`src/inc/ssc_pkg.sv`:
```
package ssc_pkg;

  // system clock and master bus speed selection
  localparam int unsigned SYS_CLK_HZ = 50_000_000;
  localparam int unsigned BUS_FAST_HZ = 400_000;
  localparam int unsigned BUS_SLOW_HZ = 100_000;
  localparam int unsigned HALF_FAST_INT = SYS_CLK_HZ / (2 * BUS_FAST_HZ);
  localparam int unsigned HALF_SLOW_INT = SYS_CLK_HZ / (2 * BUS_SLOW_HZ);
  localparam logic [8:0] BUS_HALF_FAST = 9'(HALF_FAST_INT);
  localparam logic [8:0] BUS_HALF_SLOW = 9'(HALF_SLOW_INT);

  // switch mode codes
  localparam logic [2:0] MODE_NORMAL = 3'h0;
  localparam logic [2:0] MODE_EEPROM_INIT = 3'h1;

  // fixed bits of the two-wire addresses (bit 0 is the r/w bit)
  localparam logic [1:0] TGT_ADDR_HI = 2'h3;
  localparam logic TGT_ADDR_B4 = 1'h0;
  localparam logic [2:0] EE_ADDR_HI = 3'h5;

  // general purpose pins and their alternate functions
  localparam int GPIO_W = 11;
  localparam logic [10:0] GPIO_ALT_OUT = 11'h683;
  localparam logic [10:0] GPIO_ALT_IN = 11'h01C;
  localparam int PIN_P2_RST = 0;
  localparam int PIN_P4_RST = 1;
  localparam int PIN_IRQ0 = 2;
  localparam int PIN_GPE = 7;
  localparam int PIN_P3_RST = 9;
  localparam int PIN_P5_RST = 10;
  localparam int N_EXP = 3;
  localparam int N_DS = 4;

  // reset values
  localparam logic [10:0] GPIO_RST = 11'h000;
  localparam logic [7:0] ADDR_RST = 8'h00;

  typedef enum logic [1:0] {
    ST_RESET = 2'h0,
    ST_LATCH = 2'h1,
    ST_HOLD = 2'h3,
    ST_RUN = 2'h2
  } ssc_state_t;

  // board pins after synchronisation
  typedef struct packed {
    logic fund_n;
    logic refclk_sel;
    logic [2:0] mode;
    logic slow;
    logic cc_ds;
    logic cc_us;
    logic [3:0] ee_addr;
    logic [3:0] tgt_addr;
    logic hold;
    logic aux_dis_n;
    logic wake_in_n;
    logic tap_shift;
    logic [10:0] gpio;
  } ssc_pins_t;

  // straps caught at fundamental reset release
  typedef struct packed {
    logic refclk_125;
    logic [2:0] mode;
    logic cfg_load;
    logic mode_reserved;
    logic bus_slow;
    logic hold;
  } ssc_cfg_t;

  localparam ssc_cfg_t CFG_RST = '0;

endpackage : ssc_pkg

```
`src/logic/ssc_sync.sv`:
```
`timescale 1ns/1ps
`default_nettype none
module ssc_sync #(
  parameter int W = 1
) (
  input wire logic mclk,
  input wire logic rst_b,
  input wire logic [W-1:0] d,
  output logic [W-1:0] q
);

  logic [W-1:0] meta_r;

  // first stage feeds only the second
  always_ff @(posedge mclk or negedge rst_b)
  begin
    if (!rst_b)
    begin
      meta_r <= '0;
      q <= '0;
    end
    else
    begin
      meta_r <= d;
      q <= meta_r;
    end
  end

endmodule : ssc_sync
`default_nettype wire

```
`src/logic/ssc_strap_reset.sv`:
```
`timescale 1ns/1ps
`default_nettype none
module ssc_strap_reset (
  input wire logic mclk,
  input wire logic rst_b,
  input wire logic fundamental_reset_n,
  input wire logic refclk_freq_select,
  input wire logic [2:0] switch_mode_straps,
  input wire logic master_bus_slow_strap,
  input wire logic common_clk_downstream_strap,
  input wire logic common_clk_upstream_strap,
  input wire logic [3:0] eeprom_bus_addr_straps,
  input wire logic [3:0] target_bus_addr_straps,
  input wire logic reset_hold_strap,
  input wire logic aux_power_disable_n,
  input wire logic hold_bit_clear,
  input wire logic [3:0] sclk_ds_wr,
  input wire logic [3:0] sclk_ds_wdata,
  input wire logic sclk_us_wr,
  input wire logic sclk_us_wdata,
  input wire logic wake_direction_bit,
  input wire logic wake_request,
  input wire logic wake_pin_n_i,
  input wire logic [10:0] gpio_alt_en,
  input wire logic [10:0] gpio_sw_oe,
  input wire logic [10:0] gpio_sw_out,
  input wire logic [10:0] gpio_i,
  input wire logic [3:0] port_reset_req,
  input wire logic general_event_req,
  input wire logic [2:0] expander_read_ack,
  input wire logic jtag_trst_n,
  input wire logic tap_shifting,
  output ssc_pkg::ssc_cfg_t cfg_r,
  output logic [7:0] target_addr_r,
  output logic [7:0] eeprom_addr_r,
  output logic [8:0] bus_half_period_r,
  output logic core_rst_n_r,
  output logic link_fund_reset_r,
  output logic bus_if_active_r,
  output logic reset_hold_bit_r,
  output logic [3:0] sclk_ds_r,
  output logic sclk_us_r,
  output logic aux_power_enable_r,
  output logic wake_pin_n_o_r,
  output logic wake_pin_n_oe_r,
  output logic wake_event_r,
  output logic [10:0] gpio_o_r,
  output logic [10:0] gpio_oe_r,
  output logic [10:0] gpio_in_r,
  output logic [2:0] expander_read_req_r,
  output logic tdo_oe_r,
  output logic tap_rst_n_r
);

  ////////////////////////////////////////////////////////////////////////////
  // pin synchronisers
  ssc_pkg::ssc_pins_t pins_raw;
  ssc_pkg::ssc_pins_t pins_s;

  assign pins_raw = '{
    fund_n: fundamental_reset_n,
    refclk_sel: refclk_freq_select,
    mode: switch_mode_straps,
    slow: master_bus_slow_strap,
    cc_ds: common_clk_downstream_strap,
    cc_us: common_clk_upstream_strap,
    ee_addr: eeprom_bus_addr_straps,
    tgt_addr: target_bus_addr_straps,
    hold: reset_hold_strap,
    aux_dis_n: aux_power_disable_n,
    wake_in_n: wake_pin_n_i,
    tap_shift: tap_shifting,
    gpio: gpio_i
  };

  ssc_sync #(.W($bits(ssc_pkg::ssc_pins_t))) u_sync (
    .mclk(mclk),
    .rst_b(rst_b),
    .d(pins_raw),
    .q(pins_s)
  );

  ////////////////////////////////////////////////////////////////////////////
  // reset sequencer and strap capture
  ssc_pkg::ssc_state_t state_r, state_nxt;
  ssc_pkg::ssc_cfg_t cfg_nxt;
  logic [7:0] target_addr_nxt, eeprom_addr_nxt;
  logic [8:0] bus_half_period_nxt;
  logic core_rst_n_nxt, link_fund_reset_nxt, bus_if_active_nxt;
  logic reset_hold_bit_nxt, sclk_us_nxt, aux_power_enable_nxt;
  logic [3:0] sclk_ds_nxt;

  always_comb
  begin
    state_nxt = state_r;
    cfg_nxt = cfg_r;
    target_addr_nxt = target_addr_r;
    eeprom_addr_nxt = eeprom_addr_r;
    reset_hold_bit_nxt = reset_hold_bit_r;
    sclk_ds_nxt = sclk_ds_r;
    sclk_us_nxt = sclk_us_r;
    unique case (state_r)
      ssc_pkg::ST_RESET:
        if (pins_s.fund_n)
          state_nxt = ssc_pkg::ST_LATCH;
      ssc_pkg::ST_LATCH:
      begin
        // straps caught once, on release of fundamental reset
        cfg_nxt.refclk_125 = pins_s.refclk_sel;
        cfg_nxt.mode = pins_s.mode;
        cfg_nxt.cfg_load = (pins_s.mode == ssc_pkg::MODE_EEPROM_INIT);
        cfg_nxt.mode_reserved = (pins_s.mode != ssc_pkg::MODE_NORMAL) &&
          (pins_s.mode != ssc_pkg::MODE_EEPROM_INIT);
        cfg_nxt.bus_slow = pins_s.slow;
        cfg_nxt.hold = pins_s.hold;
        target_addr_nxt = {ssc_pkg::TGT_ADDR_HI, pins_s.tgt_addr[3],
          ssc_pkg::TGT_ADDR_B4, pins_s.tgt_addr[2:0], 1'h0};
        eeprom_addr_nxt = {ssc_pkg::EE_ADDR_HI, pins_s.ee_addr,
          1'h0};
        sclk_ds_nxt = {ssc_pkg::N_DS{pins_s.cc_ds}};
        sclk_us_nxt = pins_s.cc_us;
        reset_hold_bit_nxt = pins_s.hold;
        state_nxt = pins_s.hold ? ssc_pkg::ST_HOLD : ssc_pkg::ST_RUN;
      end
      ssc_pkg::ST_HOLD:
      begin
        if (hold_bit_clear)
        begin
          reset_hold_bit_nxt = 1'h0;
          state_nxt = ssc_pkg::ST_RUN;
        end
      end
      ssc_pkg::ST_RUN:
        state_nxt = ssc_pkg::ST_RUN;
    endcase
    // software override of slot clock bits once straps are in
    if (state_r == ssc_pkg::ST_HOLD || state_r == ssc_pkg::ST_RUN)
    begin
      for (int k = 0; k < ssc_pkg::N_DS; k++)
        if (sclk_ds_wr[k])
          sclk_ds_nxt[k] = sclk_ds_wdata[k];
      if (sclk_us_wr)
        sclk_us_nxt = sclk_us_wdata;
    end
    // fundamental reset overrides state, strap config and hold bit; addresses and slot clock bits keep their values
    if (!pins_s.fund_n)
    begin
      state_nxt = ssc_pkg::ST_RESET;
      cfg_nxt = ssc_pkg::CFG_RST;
      reset_hold_bit_nxt = 1'h0;
    end
    core_rst_n_nxt = (state_nxt == ssc_pkg::ST_RUN);
    link_fund_reset_nxt = !pins_s.fund_n;
    bus_if_active_nxt = (state_nxt == ssc_pkg::ST_HOLD) ||
      (state_nxt == ssc_pkg::ST_RUN);
    bus_half_period_nxt = cfg_nxt.bus_slow ? ssc_pkg::BUS_HALF_SLOW
      : ssc_pkg::BUS_HALF_FAST;
    aux_power_enable_nxt = pins_s.aux_dis_n;
  end

  always_ff @(posedge mclk or negedge rst_b)
  begin
    if (!rst_b)
    begin
      state_r <= ssc_pkg::ST_RESET;
      cfg_r <= ssc_pkg::CFG_RST;
      target_addr_r <= ssc_pkg::ADDR_RST;
      eeprom_addr_r <= ssc_pkg::ADDR_RST;
      bus_half_period_r <= ssc_pkg::BUS_HALF_FAST;
      core_rst_n_r <= 1'h0;
      link_fund_reset_r <= 1'h1;
      bus_if_active_r <= 1'h0;
      reset_hold_bit_r <= 1'h0;
      sclk_ds_r <= 4'h0;
      sclk_us_r <= 1'h0;
      aux_power_enable_r <= 1'h0;
    end
    else
    begin
      state_r <= state_nxt;
      cfg_r <= cfg_nxt;
      target_addr_r <= target_addr_nxt;
      eeprom_addr_r <= eeprom_addr_nxt;
      bus_half_period_r <= bus_half_period_nxt;
      core_rst_n_r <= core_rst_n_nxt;
      link_fund_reset_r <= link_fund_reset_nxt;
      bus_if_active_r <= bus_if_active_nxt;
      reset_hold_bit_r <= reset_hold_bit_nxt;
      sclk_ds_r <= sclk_ds_nxt;
      sclk_us_r <= sclk_us_nxt;
      aux_power_enable_r <= aux_power_enable_nxt;
    end
  end

  ////////////////////////////////////////////////////////////////////////////
  // general purpose pins, wake pin, expander requests, test pins
  logic [10:0] alt_val, gpio_o_nxt, gpio_oe_nxt;
  logic [2:0] exp_irq, exp_req_nxt;
  logic port_hold;

  assign port_hold = !core_rst_n_r;
  assign alt_val = {!(port_reset_req[3] || port_hold),
    !(port_reset_req[1] || port_hold), 1'h1, !general_event_req,
    5'h1F, !(port_reset_req[2] || port_hold),
    !(port_reset_req[0] || port_hold)};

  for (genvar i = 0; i < ssc_pkg::GPIO_W; i++)
  begin : g_pin
    // alternate function decides direction; plain pins never take one
    assign gpio_oe_nxt[i] = (gpio_alt_en[i] && ssc_pkg::GPIO_ALT_OUT[i]) ||
      (!(gpio_alt_en[i] && ssc_pkg::GPIO_ALT_IN[i]) &&
      !(gpio_alt_en[i] && ssc_pkg::GPIO_ALT_OUT[i]) &&
      gpio_sw_oe[i]);
    assign gpio_o_nxt[i] = (gpio_alt_en[i] && ssc_pkg::GPIO_ALT_OUT[i])
      ? alt_val[i] : gpio_sw_out[i];
  end

  for (genvar k = 0; k < ssc_pkg::N_EXP; k++)
  begin : g_exp
    assign exp_irq[k] = gpio_alt_en[ssc_pkg::PIN_IRQ0 + k] &&
      !pins_s.gpio[ssc_pkg::PIN_IRQ0 + k];
    // request stays until the bus engine acknowledges it
    assign exp_req_nxt[k] = expander_read_req_r[k] ? !expander_read_ack[k]
      : (exp_irq[k] && core_rst_n_r);
  end

  always_ff @(posedge mclk or negedge rst_b)
  begin
    if (!rst_b)
    begin
      gpio_o_r <= ssc_pkg::GPIO_RST;
      gpio_oe_r <= ssc_pkg::GPIO_RST;
      gpio_in_r <= ssc_pkg::GPIO_RST;
      expander_read_req_r <= 3'h0;
      wake_pin_n_o_r <= 1'h0;
      wake_pin_n_oe_r <= 1'h0;
      wake_event_r <= 1'h0;
      tdo_oe_r <= 1'h0;
    end
    else
    begin
      gpio_o_r <= gpio_o_nxt;
      gpio_oe_r <= gpio_oe_nxt;
      gpio_in_r <= pins_s.gpio;
      expander_read_req_r <= exp_req_nxt;
      wake_pin_n_o_r <= 1'h0;
      wake_pin_n_oe_r <= wake_direction_bit && wake_request;
      wake_event_r <= !wake_direction_bit && !pins_s.wake_in_n;
      tdo_oe_r <= pins_s.tap_shift;
    end
  end

  // test reset: asserts at once, releases on the system clock
  logic tap_rst_meta_r;

  always_ff @(posedge mclk or negedge jtag_trst_n)
  begin
    if (!jtag_trst_n)
    begin
      tap_rst_meta_r <= 1'h0;
      tap_rst_n_r <= 1'h0;
    end
    else
    begin
      tap_rst_meta_r <= 1'h1;
      tap_rst_n_r <= tap_rst_meta_r;
    end
  end

  ////////////////////////////////////////////////////////////////////////////
  // checks
  a_fund_reset_core: assert property (@(posedge mclk) disable iff (!rst_b)
    !pins_s.fund_n |=> !core_rst_n_r && link_fund_reset_r
      && state_r == ssc_pkg::ST_RESET)
    else $error("fundamental reset did not reset the core");

  a_hold_keeps_reset: assert property (@(posedge mclk) disable iff (!rst_b)
    state_r == ssc_pkg::ST_HOLD |-> !core_rst_n_r && bus_if_active_r
      && reset_hold_bit_r)
    else $error("hold state lost reset or bus access");

  a_hold_release: assert property (@(posedge mclk) disable iff (!rst_b)
    state_r == ssc_pkg::ST_HOLD && hold_bit_clear && pins_s.fund_n
      |=> core_rst_n_r && !reset_hold_bit_r)
    else $error("hold clear did not release reset");

  a_hold_stays: assert property (@(posedge mclk) disable iff (!rst_b)
    state_r == ssc_pkg::ST_HOLD && !hold_bit_clear |=> !core_rst_n_r)
    else $error("reset left without hold clear");

  a_target_addr: assert property (@(posedge mclk) disable iff (!rst_b)
    state_r == ssc_pkg::ST_LATCH && pins_s.fund_n |=> target_addr_r ==
      {2'h3, $past(pins_s.tgt_addr[3]), 1'h0, $past(pins_s.tgt_addr[2:0]),
      1'h0})
    else $error("target address not formed from straps");

  a_eeprom_addr: assert property (@(posedge mclk) disable iff (!rst_b)
    state_r == ssc_pkg::ST_LATCH && pins_s.fund_n |=> eeprom_addr_r ==
      {3'h5, $past(pins_s.ee_addr), 1'h0})
    else $error("eeprom address not formed from straps");

  a_addr_held: assert property (@(posedge mclk) disable iff (!rst_b)
    state_r == ssc_pkg::ST_RUN ##1 state_r == ssc_pkg::ST_RUN
      |-> $stable(target_addr_r) && $stable(eeprom_addr_r)
      && $stable(cfg_r))
    else $error("captured straps changed while running");

  a_bus_speed: assert property (@(posedge mclk) disable iff (!rst_b)
    cfg_r.bus_slow ##1 cfg_r.bus_slow
      |-> bus_half_period_r == ssc_pkg::BUS_HALF_SLOW)
    else $error("slow strap did not select slow bus");

  a_port2_reset_pin: assert property (@(posedge mclk) disable iff (!rst_b)
    gpio_alt_en[0] && port_reset_req[0] |=> gpio_oe_r[0] && !gpio_o_r[0])
    else $error("port 2 reset pin not driven low");

  a_irq_pin_input: assert property (@(posedge mclk) disable iff (!rst_b)
    gpio_alt_en[3] |=> !gpio_oe_r[3])
    else $error("expander interrupt pin is driving");

  a_expander_read: assert property (@(posedge mclk) disable iff (!rst_b)
    exp_irq[0] && core_rst_n_r && !expander_read_req_r[0]
      |=> expander_read_req_r[0])
    else $error("expander interrupt raised no read");

  a_wake_input: assert property (@(posedge mclk) disable iff (!rst_b)
    !wake_direction_bit |=> !wake_pin_n_oe_r)
    else $error("wake pin driven while set as input");

  c_hold_entered: cover property (@(posedge mclk) disable iff (!rst_b)
    state_r == ssc_pkg::ST_HOLD);
  c_hold_released: cover property (@(posedge mclk) disable iff (!rst_b)
    state_r == ssc_pkg::ST_HOLD ##1 state_r == ssc_pkg::ST_RUN);
  c_eeprom_mode: cover property (@(posedge mclk) disable iff (!rst_b)
    cfg_r.cfg_load && core_rst_n_r);
  c_expander_req: cover property (@(posedge mclk) disable iff (!rst_b)
    expander_read_req_r[0] && expander_read_ack[0]);

endmodule : ssc_strap_reset
`default_nettype wire

```
`config.mk`:
```
export PLATFORM = sky130hd
export DESIGN_NAME = ssc_strap_reset
export DESIGN_NICKNAME = d
export VERILOG_FILES = /design/src/inc/ssc_pkg.sv /design/src/logic/ssc_sync.sv /design/src/logic/ssc_strap_reset.sv
export SDC_FILE = /design/constraint.sdc
export NUM_CORES = 1
export LEC_CHECK = 0
export ABC_AREA = 1
export BUFFER_PORTS_ARGS = -buffer_cell sky130_fd_sc_hd__buf_2
export CORE_ASPECT_RATIO = 2
export CORE_MARGIN = 3
export CORE_UTILIZATION = 47
export CTS_CLUSTER_DIAMETER = 40
export CTS_CLUSTER_SIZE = 12
export DETAILED_ROUTE_END_ITERATION = 10
export GPL_ROUTABILITY_DRIVEN = 1
export GPL_TIMING_DRIVEN = 1
export PLACE_DENSITY = 0.76
export REMOVE_ABC_BUFFERS = 1
export SKIP_LAST_GASP = 1
export SYNTH_ARGS = -nofsm -noshare
export SYNTH_HDL_FRONTEND = slang
export SYNTH_SLANG_ARGS = --single-unit
export TNS_END_PERCENT = 5
```
`constraint.sdc`:
```
create_clock -name mclk -period 1.15 [get_ports mclk]
set_clock_uncertainty 0.05 [all_clocks]
set_input_delay 0 -clock mclk [delete_from_list [all_inputs] [get_ports mclk]]
set_output_delay 0 -clock mclk [all_outputs]
set_load 0.02 [all_outputs]
```
Word level (Yosys, flattened, before mapping)
Index checks and enable logic that the tools add are counted.
{"block": "op_classes", "eq_ne": 10, "reduce_logical": 54, "muxes": 27}
{"cell": "$mux W8", "count": 3}
{"cell": "$logic_not A1 Y1", "count": 23}
{"cell": "$mux W1", "count": 18}
{"cell": "$logic_and A1 B1 Y1", "count": 17}
{"cell": "$logic_or A1 B1 Y1", "count": 11}
{"cell": "$eq A2 B2 Y1 const B", "count": 4}
{"cell": "$mux W4", "count": 2}
{"cell": "$pmux W2 S4", "count": 1}
{"cell": "$ne A3 B3 Y1 const B", "count": 2}
{"cell": "$mux W2", "count": 2}
{"cell": "$eq A3 B1 Y1 const B", "count": 1}
{"cell": "$ne A3 B1 Y1 const B", "count": 1}
{"cell": "$reduce_bool A3 Y1", "count": 1}
{"cell": "$eq A2 B1 Y1 const B", "count": 1}
{"cell": "$logic_not A2 Y1", "count": 1}
{"cell": "$ne A2 B2 Y1 const B", "count": 1}
{"cell": "$pmux W1 S2", "count": 1}
{"cell": "$reduce_and A2 Y1", "count": 1}
{"block": "word_totals", "input_bits": 88, "word_cells": 119, "ff_bits": 141, "output_inout_bits": 84}

Logic depth before layout (Yosys ltp)
{"block": "logic_depth", "word_depth": 5, "mapped_depth": 6, "ltp_nobuf": 6}

Modules after synthesis
Synthesis repeated with hierarchy kept, for this count alone.
{"block": "unflattened", "hier_cells": 302, "hier_area_um2": 4144.0}
{"mod": "ssc_strap_reset", "seq_area_each_um2": 1779.2, "area_each_um2": 2592.5, "n_inst": 1, "cells_per_inst": 240}
{"mod": "ssc_sync", "seq_area_each_um2": 1551.5, "area_each_um2": 1551.5, "n_inst": 1, "cells_per_inst": 62}

Worst setup path after synthesis
Ideal clock, no wire load.
{"block": "synth_path", "path_kind": "flip-flop to flip-flop", "startpoint": "reg state_r[1]", "endpoint": "reg eeprom_addr_r[5] (netlist name)", "path_buffers": 0, "synth_period_minus_slack_ns": 1.065, "t_required_ns": 0.976, "setup_ns": 0.124, "stages_incl_launch_ff": 5, "t_arrival_ns": 0.890, "setup_slack_ns": 0.085, "path_cell_list": "dfrtp_1 inv_4 nand2_8 inv_2 or2_1"}
{"block": "synth_between", "elab_chain_len": 1}
{"element": "start: declaration", "line": "ssc_strap_reset.sv:85", "text": "ssc_pkg::ssc_state_t state_r, state_nxt;"}
{"element": "start signal: assignment", "line": "ssc_strap_reset.sv:165", "text": "state_r <= ssc_pkg::ST_RESET;"}
{"element": "start signal: assignment", "line": "ssc_strap_reset.sv:180", "text": "state_r <= state_nxt;"}
{"element": "$eq A2 B1 Y1", "line": "ssc_strap_reset.sv:102", "text": "unique case (state_r)"}
Every way passes these cells.
A chain may end at the register's enable or synchronous reset.

Final worst setup path
{"block": "layout_path", "startpoint": "in gpio_alt_en[9]", "endpoint": "reg gpio_o_r[9]"}
{"block": "layout_between", "elab_chain_len": 1}
{"element": "start: declaration", "line": "ssc_strap_reset.sv:24", "text": "input wire logic [10:0] gpio_alt_en,"}
{"element": "$mux W1", "line": "ssc_strap_reset.sv:215", "text": "? alt_val[i] : gpio_sw_out[i];"}
{"element": "named net gpio_o_nxt[9]", "line": "ssc_strap_reset.sv:197", "text": "logic [10:0] alt_val, gpio_o_nxt, gpio_oe_nxt;"}
{"element": "end signal: assignment", "line": "ssc_strap_reset.sv:231", "text": "gpio_o_r <= ssc_pkg::GPIO_RST;"}
{"element": "end signal: assignment", "line": "ssc_strap_reset.sv:242", "text": "gpio_o_r <= gpio_o_nxt;"}
{"element": "end: declaration", "line": "ssc_strap_reset.sv:47", "text": "output logic [10:0] gpio_o_r,"}
The timed path passes the listed nets, and every way through them passes these cells.

==> flow_metrics.tcl <==
set metrics [dict create \
    crit_path_top_delay_cell "dlygate4sd3_1" \
    yosysTopAreaCell "dfrtp_1" \
    post-synth-top-count-cell "dfrtp_1" \
    critPathMaxStageDelay_ns 0.56 \
    ys_ff_latch 133 \
    fin_setup_tns_ns -0.03780 \
    n_fill_cell 476 \
    routed_via_density 4.544 \
    drc 0 \
    rsz0062_at_grt "true" \
    grtUsageMet3_pct 6.967 \
    yosys-top-cells-count "dfrtp_1, nand2_1, inv_1, nor2_1, buf_4" \
    syn_area_um2 4135 \
    cts_tree "built" \
    synth-simple-area-share_pct 11.23 \
    met1_usage_pct 21.12 \
    h-tree-depth 4 \
    finalHoldViolations 2 \
    postRouteWirelength_mm 10.15 \
    grt_max_degree 42 \
    final_cells 680 \
    synth_top_family_by_area "simple AND/OR/NAND/NOR gates" \
    cts_buffers 17 \
    maxClockFrequency_mhz 851.7 \
    drt_iter0_markers 116 \
    die_h_um 138.7 \
    gp_congestion 0.7948 \
    synthAdderAreaFrac_pct 0 \
    dp_hpwl_mm 6.038 \
    power_switching_mw 3.211 \
    hold_slack_ns -0.0009939 \
    n_antenna_cell 0 \
    io_buffers 157 \
    worst_slack_ns -0.02407 \
    initial_core_util_pct 49.17 \
    dieArea_um2 10030 \
    finalSetupViolations 3 \
    synthCells 302 \
    grt_pass1_vias 3367 \
    cts_sinks 133 \
    finalCritPeriodShare_pct 102.1 \
    vias 3090 \
    critPathCaptureType "flop" \
    p_leak_nw 3.388 \
    ios 172 \
    drv_cap 0 \
    combPwrFrac_pct 15.4 \
    final_area_um2 6536 \
    final_layout_size_suffix_gt1_share_pct 37.80 \
    slew_viol_final 0 \
    muxShareOfSynthArea_pct 0 \
    cts_max_path_buffers 2 \
    cts-root-buf "clkbuf_16" \
    die_w_um 72.33 \
    critPathRequiredTime_ns 1.44 \
    placed_area_um2 5020 \
    seq_power_share_pct 42.9 \
    finalCriticalPeriod_ns 1.174 \
    synthToLayoutAreaGrowth_pct 58.06 \
    final_nets 657 \
    path_delay_family "buffers and inverters" \
    status "complete, but fails checks" \
    ant_nets 0 \
    grt_pass1_wl_mm 15.86 \
    critPathKind "primary input to flop" \
    p_per_area_nw_per_um2 1919 \
    synth-compound-area-share_pct 2.300 \
    ys_seq_area_share_pct 80.54 \
    avgSynthCellArea_um2 13.69 \
    clk_latency_ns 0.40 \
    ys_types 22 \
    fp-row-count 47 \
    async_reset_ff_share_pct 100.0 \
    crit_fanout 2 \
    peakVddDrop_uv 1607 \
    post-route-util_pct 77.73 \
    multi_input_area_um2 618.1 \
    antenna_found_initial 0 \
    yosys_warnings 0 \
    core_area_um2 8409 \
    min_path_type "primary input to asynchronous set/reset pin" \
    synth_edf_count 0 \
    grt_overflow 0 \
    yosysTopAreaCellShare_pct 79.27 \
    busiest_layer "met2" \
    synthFlopType "dfrtp_1" \
    synthXorXnorAreaFrac_pct 0 \
    synthTopCellsByArea "dfrtp_1, nand2_1, buf_4" \
    seqCellArea_um2 3334 \
    cts.clk_slew.worst_paths_ns 0.06 \
    drt_pre_antenna_iters 4 \
    violations "negative hold slack, negative setup slack" \
    path_buf_inv 4 \
    startpoint_type "primary input" \
    dp_cells 556 \
    grt_usage_pct 21.31 \
    pwr-share-clk_pct 41.6 \
    gr-usage-met2_pct 36.80 \
    post_drt_wl_per_cell_um 14.92 \
    cp_cell_sequence "dlygate4sd3_1, buf_2, inv_2, nand2_1, dlygate4sd3_1, nand2_1" \
    p_int_mw 9.332 \
    switching_share_pct 25.60 \
    crit_arrival_ns 1.46 \
]
==> per-stage QoR <==
step	hold slack (ns)	setup WS, ns	total power [mW]
after floorplan	-0.3456	0.005863	6.293
after global placement	-0.2639	0.02006	7.005
after detailed placement	-0.2610	-0.03562	7.067
after CTS	0.002471	-0.06473	12.53
after global routing	0.02030	-0.04944	13.07
final	-0.0009939	-0.02407	12.54
==> worst paths after layout <==
| check | endpoint | start | cells after the start | slack, ns |
|---|---|---|---|---|
| min in group mclk | u_sync.meta_r[1] | gpio_i[1] | 2 | 0.19 |
| max reg2reg | sclk_ds_r[2] | state_r[1] | 5 | 0 |
| min | u_sync.q[13] | rst_b | 2 | -0.001 |
| max | gpio_o_r[9] | gpio_alt_en[9] | 6 | -0.02 |
| max in group asynchronous | tap_rst_n_r | jtag_trst_n | 3 | 0.44 |
| min reg2reg | gpio_in_r[8] | u_sync.q[8] | 0 | 0.29 |
==> final cells by class <==
class	count	share of cell area, %
Tap cell	98	1.876
Clock buffer	23	7.466
Inverter	24	1.455
Timing Repair Buffer	255	27.20
Multi-Input combinational cell	138	9.456
Clock inverter	9	1.531
Sequential cell	133	51.01
==> sequential cells by signal, summed over array words and instances, names as in the netlist, 2 cells and up <==
name / flops
bus_half_period_r: 2
cfg_r: 7
eeprom_addr_r: 5
expander_read_req_r: 3
gpio_in_r: 11
gpio_o_r: 11
gpio_oe_r: 11
sclk_ds_r: 4
state_r: 2
target_addr_r: 4
u_sync.meta_r: 31
u_sync.q: 31
==> per-layer routing <==
metal	vias to the layer above	routed length, µm
met5	-	0
met4	0	532
met3	41	627
met2	139	5724
met1	1472	3263
li1	1438	-
==> cells in the final DEF, fill, tap and decap left out, drive strengths merged <==
cell type | Yosys | routed
conb | 2 | 12
clkinv | 0 | 6
a21boi | 1 | 1
o21ai | 8 | 8
nand4 | 1 | 1
inv | 24 | 23
dfrtp | 131 | 131
o22ai | 2 | 2
bufinv | 0 | 2
or2 | 7 | 7
clkinvlp | 0 | 2
a21oi | 7 | 7
nand3 | 9 | 9
dlygate4sd3 | 0 | 87
nor2 | 19 | 19
dfstp | 2 | 2
buf | 18 | 168
nand2 | 71 | 72
clkbuf | 0 | 23
==> logic make-up (layout without fill, tap and decap cells) <==
group / count (synthesis) / in the layout
flops: 133 / 133
simple gates: 107 / 108
buf+inv: 42 / 311
compound gates: 18 / 18
other cells: 2 / 12
==> what timing repair did <==
action	CTS	global route
resized for setup	1	9
endpoints found under the hold margin	199	0
hold buffers	87	0
pin swaps	0	1
endpoints found under the setup margin	11	29
gates cloned	0	1
setup buffers	0	5
==> worst register-to-register path, cell delays in order (launching register included) <==
cell and delay, ns:
dfrtp_2 0.40, buf_4 0.14, nand2_1 0.07, or2_2 0.28, nand2_1 0.07, inv_1 0.04
==> power by group through the flow <==
stage	combinational, mW	sequential, mW	clock [mW]
after global placement	1.57	5.43	0
after CTS	1.86	5.38	5.29
after detailed placement	1.62	5.45	0
after global routing	2.10	5.43	5.53
final	1.94	5.38	5.22
after floorplan	0.461	5.83	0
Power figures use the tool's default switching activity.
